File: src/rtl/mq_pkg.sv
`default_nettype none
package mq_pkg;
  localparam int QUEUES       = 4;
  localparam int QUEUE_BITS   = 2;
  localparam int DEVICE_BITS  = 3;
  localparam int DATA_W       = 36;
  localparam int QUEUE_DEPTH  = 16;
  localparam int FIFO_DEPTH   = 8;
  localparam int AF_MARGIN    = 2;
  localparam int AE_MARGIN    = 2;
  localparam int ADDR_W       = DEVICE_BITS + QUEUE_BITS;

  typedef enum logic [1:0] {
    PH_RUN = 2'h0,
    PH_OLD = 2'h1,
    PH_NEW = 2'h2
  } sel_phase_type;

  typedef struct packed {
    logic [QUEUE_BITS-1:0] queue;
    logic                  last;
    logic [DATA_W-1:0]     data;
  } wr_req_type;
endpackage
`default_nettype wire

File: src/rtl/multiqueue_read_select_and_flags.sv
`default_nettype none

module mq_fifo #(
  parameter int WIDTH = 8,
  parameter int DEPTH = 8
) (
  input  wire logic             clk,
  input  wire logic             rst_n,
  input  wire logic             in_valid,
  output logic                  in_ready,
  input  wire logic [WIDTH-1:0] in_data,
  output logic                  out_valid,
  input  wire logic             out_ready,
  output logic      [WIDTH-1:0] out_data
);
  localparam int PW = $clog2(DEPTH);
  logic [WIDTH-1:0] mem [DEPTH];
  logic [PW-1:0]    wptr_ff;
  logic [PW-1:0]    rptr_ff;
  logic [PW:0]      cnt_ff;
  logic             push;
  logic             pop;

  if (DEPTH < 2 || (1 << PW) != DEPTH)
  begin : g_bad_depth
    $error("fifo depth must be a power of two");
  end

  assign in_ready  = (cnt_ff != (PW+1)'(DEPTH));
  assign out_valid = (cnt_ff != '0);
  assign push      = in_valid && in_ready;
  assign pop       = out_valid && out_ready;
  assign out_data  = mem[rptr_ff];

  always_ff @(posedge clk)
  begin
    if (push)
      mem[wptr_ff] <= in_data;
  end

  always_ff @(posedge clk)
  begin
    if (!rst_n)
    begin
      wptr_ff <= '0;
      rptr_ff <= '0;
      cnt_ff  <= '0;
    end
    else
    begin
      if (push)
        wptr_ff <= wptr_ff + 1'b1;
      if (pop)
        rptr_ff <= rptr_ff + 1'b1;
      if (push && !pop)
        cnt_ff <= cnt_ff + 1'b1;
      else if (pop && !push)
        cnt_ff <= cnt_ff - 1'b1;
    end
  end
endmodule

module multiqueue_read_select_and_flags #(
  parameter int                         DEPTH     = mq_pkg::QUEUE_DEPTH,
  parameter logic [mq_pkg::DEVICE_BITS-1:0] DEVICE_ID = 3'h0
) (
  input  wire logic                        clk,
  input  wire logic                        rst_n,
  input  wire logic                        wr_sel,
  input  wire logic [mq_pkg::ADDR_W-1:0]   wr_addr,
  input  wire logic                        wr_en_low,
  input  wire logic [mq_pkg::DATA_W-1:0]   wr_data,
  input  wire logic                        wr_last,
  output logic                             wr_ready,
  input  wire logic                        wr_commit_hold,
  input  wire logic                        packet_mode,
  input  wire logic                        rd_sel,
  input  wire logic [mq_pkg::ADDR_W-1:0]   rd_addr,
  input  wire logic                        rd_null,
  input  wire logic                        rd_en_low,
  input  wire logic                        oe_low,
  input  wire logic                        expansion_take_in,
  output logic                             expansion_take_out,
  output logic [mq_pkg::DATA_W-1:0]        data_out,
  output logic                             data_out_oe,
  output logic                             output_valid_low,
  output logic                             output_valid_oe,
  output logic                             full_flag_low,
  output logic                             full_flag_oe,
  output logic                             almost_full_flag_low,
  output logic                             almost_empty_flag_low,
  output logic                             packet_ready_low
);
  import mq_pkg::*;
  localparam int PW = $clog2(DEPTH);
  localparam logic [PW:0] FULL_CNT = (PW+1)'(DEPTH);
  localparam logic [PW:0] AF_CNT   = (PW+1)'(DEPTH - AF_MARGIN);
  localparam logic [PW:0] AE_CNT   = (PW+1)'(AE_MARGIN);
  localparam logic [PW:0] ONE_CNT  = (PW+1)'(1);

  if (DEPTH < 4 || (1 << PW) != DEPTH || DEPTH <= AF_MARGIN)
  begin : g_bad_depth
    $error("queue depth must be a power of two above the flag margins");
  end

  logic [DATA_W-1:0]     mem      [QUEUES*DEPTH];
  logic                  mem_last [QUEUES*DEPTH];
  logic [PW-1:0]         wptr_ff  [QUEUES];
  logic [PW-1:0]         rptr_ff  [QUEUES];
  logic [PW:0]           res_ff   [QUEUES];
  logic [PW:0]           com_ff   [QUEUES];
  logic [PW:0]           pkt_ff   [QUEUES];
  logic [PW:0]           nxt_res  [QUEUES];
  logic [QUEUES-1:0]     avail;
  logic [QUEUE_BITS-1:0] wq_ff;
  logic                  wq_mine_ff;
  logic [QUEUE_BITS-1:0] nxt_wq;
  logic                  nxt_wq_mine;
  logic [QUEUE_BITS-1:0] rq_ff;
  logic                  rq_mine_ff;
  logic                  rq_null_ff;
  logic [QUEUE_BITS-1:0] pend_q_ff;
  logic                  pend_mine_ff;
  logic                  pend_null_ff;
  sel_phase_type         phase_ff;
  logic                  rq_ok;
  logic                  rd_do;
  logic                  accept;
  logic                  drain;
  logic                  fifo_valid;
  wr_req_type            fifo_in;
  wr_req_type            fifo_out;
  logic [DATA_W-1:0]     data_ff;
  logic                  ov_low_ff;
  logic                  empty_after_ff;
  logic                  owner_ff;
  logic                  take_ff;
  logic                  full_low_ff;
  logic                  af_raw;
  logic                  af_s1_ff;
  logic                  af_low_ff;
  logic                  ae_raw;
  logic                  ae_s1_ff;
  logic                  ae_low_ff;
  logic                  pr_low_ff;

  // writes are reserved against the queue on entry to the buffer, so full is exact
  assign accept  = !wr_en_low && full_low_ff && wq_mine_ff && wr_ready;
  assign fifo_in = '{queue: wq_ff, last: wr_last, data: wr_data};
  assign drain   = fifo_valid && !wr_commit_hold;

  mq_fifo #(
    .WIDTH ($bits(wr_req_type)),
    .DEPTH (FIFO_DEPTH)
  ) u_wr_fifo (
    .clk       (clk),
    .rst_n     (rst_n),
    .in_valid  (accept),
    .in_ready  (wr_ready),
    .in_data   (fifo_in),
    .out_valid (fifo_valid),
    .out_ready (!wr_commit_hold),
    .out_data  (fifo_out)
  );

  assign nxt_wq      = wr_sel ? wr_addr[QUEUE_BITS-1:0] : wq_ff;
  assign nxt_wq_mine = wr_sel ? (wr_addr[ADDR_W-1:QUEUE_BITS] == DEVICE_ID) : wq_mine_ff;

  always_ff @(posedge clk)
  begin
    if (!rst_n)
    begin
      wq_ff      <= '0;
      wq_mine_ff <= 1'b0;
    end
    else
    begin
      wq_ff      <= nxt_wq;
      wq_mine_ff <= nxt_wq_mine;
    end
  end

  // the read path: selection pipeline, one word per cycle at most
  assign rq_ok = rq_mine_ff && !rq_null_ff;
  always_comb
  begin
    rd_do = 1'b0;
    unique case (phase_ff)
      PH_RUN: rd_do = rq_ok && avail[rq_ff] && (!rd_en_low || ov_low_ff);
      PH_OLD: rd_do = rq_ok && avail[rq_ff];
      PH_NEW: rd_do = rq_ok && avail[rq_ff];
      default: rd_do = 1'b0;
    endcase
  end

  for (genvar i = 0; i < QUEUES; i++)
  begin : g_queue
    logic inc_res;
    logic inc_com;
    logic dec;
    logic pkt_in;
    logic pkt_out;
    assign inc_res = accept && (wq_ff == QUEUE_BITS'(i));
    assign inc_com = drain && (fifo_out.queue == QUEUE_BITS'(i));
    assign dec     = rd_do && (rq_ff == QUEUE_BITS'(i));
    assign pkt_in  = inc_com && fifo_out.last;
    assign pkt_out = dec && mem_last[i*DEPTH + int'(rptr_ff[i])];
    assign nxt_res[i] = res_ff[i] + (PW+1)'(inc_res) - (PW+1)'(dec);
    assign avail[i] = (com_ff[i] != '0) && (!packet_mode || pkt_ff[i] != '0);

    always_ff @(posedge clk)
    begin
      if (!rst_n)
      begin
        wptr_ff[i] <= '0;
        rptr_ff[i] <= '0;
        res_ff[i]  <= '0;
        com_ff[i]  <= '0;
        pkt_ff[i]  <= '0;
      end
      else
      begin
        res_ff[i] <= nxt_res[i];
        com_ff[i] <= com_ff[i] + (PW+1)'(inc_com) - (PW+1)'(dec);
        pkt_ff[i] <= pkt_ff[i] + (PW+1)'(pkt_in) - (PW+1)'(pkt_out);
        if (inc_com)
          wptr_ff[i] <= wptr_ff[i] + 1'b1;
        if (dec)
          rptr_ff[i] <= rptr_ff[i] + 1'b1;
      end
    end

    always_ff @(posedge clk)
    begin
      if (inc_com)
      begin
        mem[i*DEPTH + int'(wptr_ff[i])]      <= fifo_out.data;
        mem_last[i*DEPTH + int'(wptr_ff[i])] <= fifo_out.last;
      end
    end
  end

  // selections arriving outside the run phase are dropped; spacing is the host's job
  always_ff @(posedge clk)
  begin
    if (!rst_n)
    begin
      phase_ff     <= PH_RUN;
      rq_ff        <= '0;
      rq_mine_ff   <= 1'b0;
      rq_null_ff   <= 1'b1;
      pend_q_ff    <= '0;
      pend_mine_ff <= 1'b0;
      pend_null_ff <= 1'b1;
    end
    else
    begin
      unique case (phase_ff)
        PH_RUN:
        begin
          if (rd_sel)
          begin
            pend_q_ff    <= rd_addr[QUEUE_BITS-1:0];
            pend_mine_ff <= (rd_addr[ADDR_W-1:QUEUE_BITS] == DEVICE_ID);
            pend_null_ff <= rd_null;
            phase_ff     <= PH_OLD;
          end
        end
        PH_OLD:
        begin
          rq_ff      <= pend_q_ff;
          rq_mine_ff <= pend_mine_ff;
          rq_null_ff <= pend_null_ff;
          phase_ff   <= PH_NEW;
        end
        PH_NEW:
          phase_ff <= PH_RUN;
        default:
          phase_ff <= PH_RUN;
      endcase
    end
  end

  always_ff @(posedge clk)
  begin
    if (!rst_n)
      data_ff <= '0;
    else if (rd_do)
      data_ff <= mem[int'(rq_ff)*DEPTH + int'(rptr_ff[rq_ff])];
  end

  always_ff @(posedge clk)
  begin
    if (!rst_n)
    begin
      ov_low_ff      <= 1'b1;
      empty_after_ff <= 1'b0;
    end
    else
    begin
      // a commit landing on the same edge keeps the queue non-empty
      empty_after_ff <= rd_do && (com_ff[rq_ff] == ONE_CNT)
                        && !(drain && fifo_out.queue == rq_ff);
      if (rd_do)
        ov_low_ff <= 1'b0;
      else if (empty_after_ff)
        ov_low_ff <= 1'b1;
      else if (phase_ff == PH_NEW || (phase_ff == PH_RUN && !rd_en_low))
        ov_low_ff <= 1'b1;
    end
  end

  // bus ownership passes to whichever device last delivered a word
  always_ff @(posedge clk)
  begin
    if (!rst_n)
    begin
      owner_ff <= 1'b0;
      take_ff  <= 1'b0;
    end
    else
    begin
      take_ff <= rd_do;
      if (rd_do)
        owner_ff <= 1'b1;
      else if (expansion_take_in)
        owner_ff <= 1'b0;
    end
  end

  always_ff @(posedge clk)
  begin
    if (!rst_n)
    begin
      full_low_ff <= 1'b1;
      af_s1_ff    <= 1'b1;
      af_low_ff   <= 1'b1;
      ae_s1_ff    <= 1'b1;
      ae_low_ff   <= 1'b1;
      pr_low_ff   <= 1'b1;
    end
    else
    begin
      full_low_ff <= (nxt_res[nxt_wq] != FULL_CNT);
      af_s1_ff    <= af_raw;
      af_low_ff   <= af_s1_ff;
      ae_s1_ff    <= ae_raw;
      ae_low_ff   <= ae_s1_ff;
      pr_low_ff   <= !(rq_ok && pkt_ff[rq_ff] != '0);
    end
  end

  assign af_raw = (res_ff[wq_ff] < AF_CNT);
  assign ae_raw = !rq_ok || (com_ff[rq_ff] > AE_CNT);

  // output enable is deliberately unclocked; expansion shares it across devices
  assign data_out_oe           = !oe_low && owner_ff;
  assign output_valid_oe       = owner_ff;
  assign full_flag_oe          = wq_mine_ff;
  assign data_out              = data_ff;
  assign output_valid_low      = ov_low_ff;
  assign full_flag_low         = full_low_ff;
  assign almost_full_flag_low  = af_low_ff;
  assign almost_empty_flag_low = ae_low_ff;
  assign packet_ready_low      = pr_low_ff;
  assign expansion_take_out    = take_ff;

  a_full_blocks_write: assert property (@(posedge clk) disable iff (!rst_n)
    !full_flag_low |-> !accept) else $error("write taken while full");
  a_old_queue_read: assert property (@(posedge clk) disable iff (!rst_n)
    (phase_ff == PH_OLD && rq_ok && avail[rq_ff]) |=> !output_valid_low
    && data_out == $past(mem[int'(rq_ff)*DEPTH + int'(rptr_ff[rq_ff])]))
    else $error("old queue word missing after select");
  a_new_queue_word: assert property (@(posedge clk) disable iff (!rst_n)
    (phase_ff == PH_RUN && rd_sel && !rd_null
     && rd_addr[ADDR_W-1:QUEUE_BITS] == DEVICE_ID) |-> ##2 (phase_ff == PH_NEW
     && rq_ff == $past(rd_addr[QUEUE_BITS-1:0], 2)))
    else $error("new queue not presented two cycles after select");
  a_hold_word: assert property (@(posedge clk) disable iff (!rst_n)
    (phase_ff == PH_RUN && rd_en_low && !output_valid_low) |=> $stable(data_out))
    else $error("output word changed with reads disabled");
  a_ov_after_empty: assert property (@(posedge clk) disable iff (!rst_n)
    (empty_after_ff && !rd_do) |=> output_valid_low && $stable(data_out))
    else $error("valid not released after last word");
  a_null_is_empty: assert property (@(posedge clk) disable iff (!rst_n)
    (phase_ff == PH_NEW && rq_null_ff) |=> output_valid_low && $stable(data_out))
    else $error("null queue refilled output");
  a_af_latency: assert property (@(posedge clk) disable iff (!rst_n)
    $past(rst_n, 2) |-> almost_full_flag_low == $past(af_raw, 2))
    else $error("almost full latency wrong");
  a_ae_latency: assert property (@(posedge clk) disable iff (!rst_n)
    $past(rst_n, 2) |-> almost_empty_flag_low == $past(ae_raw, 2))
    else $error("almost empty latency wrong");
  a_packet_gate: assert property (@(posedge clk) disable iff (!rst_n)
    (packet_mode && pkt_ff[rq_ff] == '0) |-> !rd_do)
    else $error("read before packet complete");
  a_first_word_fallthrough_frees_full: assert property (@(posedge clk) disable iff (!rst_n)
    (rd_do && !wr_sel && rq_ff == wq_ff && wq_mine_ff && res_ff[rq_ff] == FULL_CNT)
    |=> full_flag_low) else $error("read did not release full");
  a_bus_handover: assert property (@(posedge clk) disable iff (!rst_n)
    (expansion_take_in && !rd_do) |=> !output_valid_oe && !data_out_oe)
    else $error("bus not released to other device");
endmodule
`default_nettype wire

File: config.mk
export PLATFORM = sky130hd
export DESIGN_NAME = multiqueue_read_select_and_flags
export DESIGN_NICKNAME = d
export VERILOG_FILES = /design/src/rtl/mq_pkg.sv /design/src/rtl/multiqueue_read_select_and_flags.sv
export SDC_FILE = /design/constraint.sdc
export NUM_CORES = 2
export LEC_CHECK = 0
export BUFFER_PORTS_ARGS = -buffer_cell sky130_fd_sc_hd__buf_2
export CAP_MARGIN = 30
export CORE_ASPECT_RATIO = 1.75
export CORE_MARGIN = 5
export CORE_UTILIZATION = 60
export CTS_CLUSTER_SIZE = 12
export DETAILED_ROUTE_END_ITERATION = 16
export MAX_ROUTING_LAYER = met4
export PLACE_DENSITY_LB_ADDON = 0.3
export SYNTH_ARGS = -nofsm -noshare
export SYNTH_HDL_FRONTEND = slang
export SYNTH_SLANG_ARGS = --single-unit
export TNS_END_PERCENT = 5
File: constraint.sdc
create_clock -name clk -period 7.1 [get_ports clk]
set_clock_uncertainty 0.1 [all_clocks]
set_input_delay 0.355 -clock clk [delete_from_list [all_inputs] [get_ports clk]]
set_output_delay 0.355 -clock clk [all_outputs]
set_load 0.02 [all_outputs]
==> metrics.cfg <==
[status]
status = finished, final reports clean

[worst_setup_path]
crit_family = multiplexers
rrSetupSlack_ns = 2.10
cp_cell_sequence = mux4_2 > mux2i_4 > mux2_2 > o22ai_1 > a21o_1 > buf_4 > nand3_1 > nor2_4 > buf_4
criticalPathCategory = flip-flop to flip-flop
slowest_stage = nor2_4
slowest_delay_ns = 0.81
rr_endpoint = mem[9][17]$_DFFE_PP_
r2r.worst_path.cells = 9
crit_path_frequent_cell = buf_4
critical_path_required_ns = 7.49
crit_buf_inv = 2
startpoint_type = flip-flop
worst_setup_path_end_kind = flip-flop
crit_arrival_ns = 5.38
cp_max_fo = 31

[flow_run]
maxCapViolations = 0

[timing]
hold_viol_final = 0
clock.fmax_ghz = 0.2002
setup_viol = 0
final.setup.tns_ns = 0
fin_crit_sh_pct = 70.35
drv_slew = 0
fin_crit_ns = 4.995
rsz0062_at_grt = false
worst_pin_slew_ns = 1.083
slew_headroom_pct = 27.21

[clock_tree]
cts.clk_slew.worst_paths_ns = 0.06
numCtsBuffers = 281
clk_latency_ns = 0.84
ctsHtreeMaxLevel = 5
cts_tree = built
clockBufferDepth = 4
post_cts_buffers = 0
cts.sinks = 2846
root_buffer = clkbuf_16

[drt]
initialDrtViolationCount = 7077
wl_per_cell_um = 32.02
drc = 0
drt-total-wl_mm = 291.3
vias = 60720
avgViaCountPerCell = 6.673
drt-pass1-iter-count = 7
ant_nets = 0

[logic_synthesis]
yosys.area_share.simple_pct = 4.210
synth_fa_ha_area_share_pct = 1.202
synth_warnings = 0
synth_fp_nets = 6381
synth-edff-count = 2712
synth_cell_type_count = 62
synth_top_family_by_area = multiplexers
async_flop_share_pct = 0
synth_ff_type = edfxtp_1
syn_avg_cell_area_um2 = 18.04
synthMuxAreaShare_pct = 13.62
syn-cell-area_um2 = 112200
synth_compound_area_share_pct = 3.724
synth_xor_area_share_pct = 0.5072
syn-instance-count = 6223
synth_seq_cells = 2846
synth-seq-area-share_pct = 74.94

[cells_and_area]
drive_gt1_share_pct = 16.06
final_nets = 6688
postLayoutCoreUtil_pct = 67.14
final_cells = 9099
area_growth_pct = 11.59

[power]
p_comb_share_pct = 10.9
netSwitchingPower_mw = 8.944
peakVddDrop_mv = 0.2870
swShare_pct = 24.07
internal-power_mw = 28.22
p_leak_nw = 41.00
power_frac_seq_pct = 53.3
p_per_area_nw_per_um2 = 296.7
pwr-share-clk_pct = 35.8

[grt]
grt.total_usage_pct = 30.52
gr-total-overflow = 0
grt_pass1_wl_mm = 420.4
first_global_vias = 61900
grt_max_degree = 133
antenna_found_initial = 6

[floorplan]
start_util_pct = 60.17
die_w_um = 337.0
die_y_um = 582.2
io-pin-count = 104
core-area_um2 = 186600
num_rows = 210
die_area_um2 = 196200

[hold_path]
hold_path_end = full_flag_low$_SDFF_PN1_
min_path_cells = 5
min_from = wr_sel
hp-class = input port to flip-flop

[place]
place_congestion = 0.9161
numPortBuffers = 103
place_inst = 8620
hpwl_mm = 175.6

==> through the flow <==
stage / cell area [um2] / setup WS [ns] / power (mW) / hold slack, ns
after floorplan: 112200 / 0.7956 / 22.36 / 0.2863
after global placement: 116300 / 2.109 / 23.90 / 0.3307
after detailed placement: 116700 / 2.023 / 24.07 / 0.3266
after CTS: 125200 / 1.966 / 37.18 / 0.1911
after global routing: 125300 / 1.875 / 38.18 / 0.2522
final: 125300 / 2.105 / 37.16 / 0.2197
==> worst max path at each step <==
stage | from | end | cells after the start
floorplan | flip-flop | mem[1][0]$_DFFE_PP_ | 8
global placement | flip-flop | mem[11][8]$_DFFE_PP_ | 9
detailed placement | flip-flop | mem[15][26]$_DFFE_PP_ | 9
CTS | flip-flop | mem[15][3]$_DFFE_PP_ | 9
global route | phase_ff[0]$_SDFFE_PN0P_ | full_flag_low$_SDFF_PN1_ | 20
finish | flip-flop | mem[9][17]$_DFFE_PP_ | 9
==> final cells by class <==
type	instances	area, um2
Multi-Input combinational cell	2936	26750
Inverter	102	382.9
Sequential cell	2846	84130
Timing Repair Buffer	363	3115
Clock buffer	387	7587
Antenna cell	5	12.51
Fill cell	11770	61300
Tap cell	2438	3050
Clock inverter	22	230.2
==> kinds of logic after synthesis <==
logic type                 after synthesis
AOI/OAI and AO/OA                      624
xor gates and xnor gates                65
adders and majority gates              100
buffers and inverters                  441
DFF                                   2846
muxes                                 1130
and+or+nand+nor                       1017
==> cell usage after synthesis, drive strengths merged (30+ instances only) <==
master | n | share of area [%]
o21ai | 64 | 0.29
buf | 206 | 1.0
mux2 | 40 | 0.40
edfxtp | 2712 | 73
inv | 102 | 0.34
nand3 | 73 | 0.33
mux4 | 313 | 6.3
ha | 87 | 0.97
nand2 | 521 | 1.7
nor3 | 82 | 0.37
a221oi | 72 | 0.56
dfxtp | 134 | 2.4
clkbuf | 133 | 0.44
nor2b | 30 | 0.17
nor2 | 75 | 0.25
xnor2 | 44 | 0.34
a32oi | 58 | 0.45
a221o | 30 | 0.27
and3 | 31 | 0.17
o22ai | 68 | 0.38
mux2i | 777 | 6.9
nor4 | 38 | 0.21
and2 | 88 | 0.49
a21oi | 208 | 0.93
nand4 | 37 | 0.21
==> routing by layer <==
layer | GRT usage (%) | routed length (um) | vias to the layer above
li1 | - | - | 25220
met4 | 15.14 | 17180 | 0
met2 | 51.50 | 151100 | 3704
met3 | 5.442 | 27060 | 906
met1 | 35.51 | 95980 | 30880
met5 | - | 0 | -
==> power by group through the flow <==
stage	clock network, mW	registers, mW	logic (mW)
after floorplan	0	20.1	2.29
after global placement	0	20.2	3.75
after detailed placement	0	20.2	3.92
after CTS	13.4	19.8	3.96
after global routing	14.1	19.8	4.21
final	13.3	19.8	4.04
==> layout by cell type (no fill, tap or decap), types with 34 or more instances in the layout <==
cell type / netlist / routed
edfxtp_1: 2712 / 2712
nor2_1: 75 / 42
mux4_2: 313 / 310
nand3_1: 73 / 73
o21ai_0: 64 / 64
and2_1: 88 / 86
nand2_1: 520 / 517
nor3_1: 81 / 78
mux2i_1: 775 / 775
buf_4: 26 / 163
dfxtp_1: 134 / 131
inv_1: 101 / 101
dlygate4sd3_1: 0 / 62
clkbuf_16: 0 / 287
nand4_1: 37 / 37
a21oi_1: 208 / 206
o22ai_1: 68 / 68
ha_1: 87 / 87
clkbuf_1: 133 / 97
buf_2: 140 / 103
xnor2_1: 44 / 44
nor4_2: 0 / 34
a32oi_1: 58 / 58
a221oi_1: 72 / 72
==> timing repair <==
| item | 4_1_cts | 5_1_grt |
|---|---|---|
| gates resized for setup | 0 | 0 |
| hold endpoints to repair | 312 | 0 |
| hold buffers | 62 | 0 |
==> registers in the layout (all words and copies together) (netlist names), 2 cells and up, named ones only <==
name / count
mem_last: 64
u_wr_fifo.mem: 312
mem: 2304
rptr_ff: 16
wptr_ff: 16
pkt_ff: 20
phase_ff: 2
wq_ff: 2
com_ff: 20
u_wr_fifo.cnt_ff: 4
rq_ff: 2
res_ff: 20
u_wr_fifo.rptr_ff: 3
u_wr_fifo.wptr_ff: 3
pend_q_ff: 2
data_out: 36
==> tightest hold or removal path, cell delays in order <==
cell	delay, ns
buf_2	0.13
mux2i_1	0.23
nand3_1	0.14
o22ai_1	0.09
o211ai_1	0.15
(Power assumes the default switching activity.)
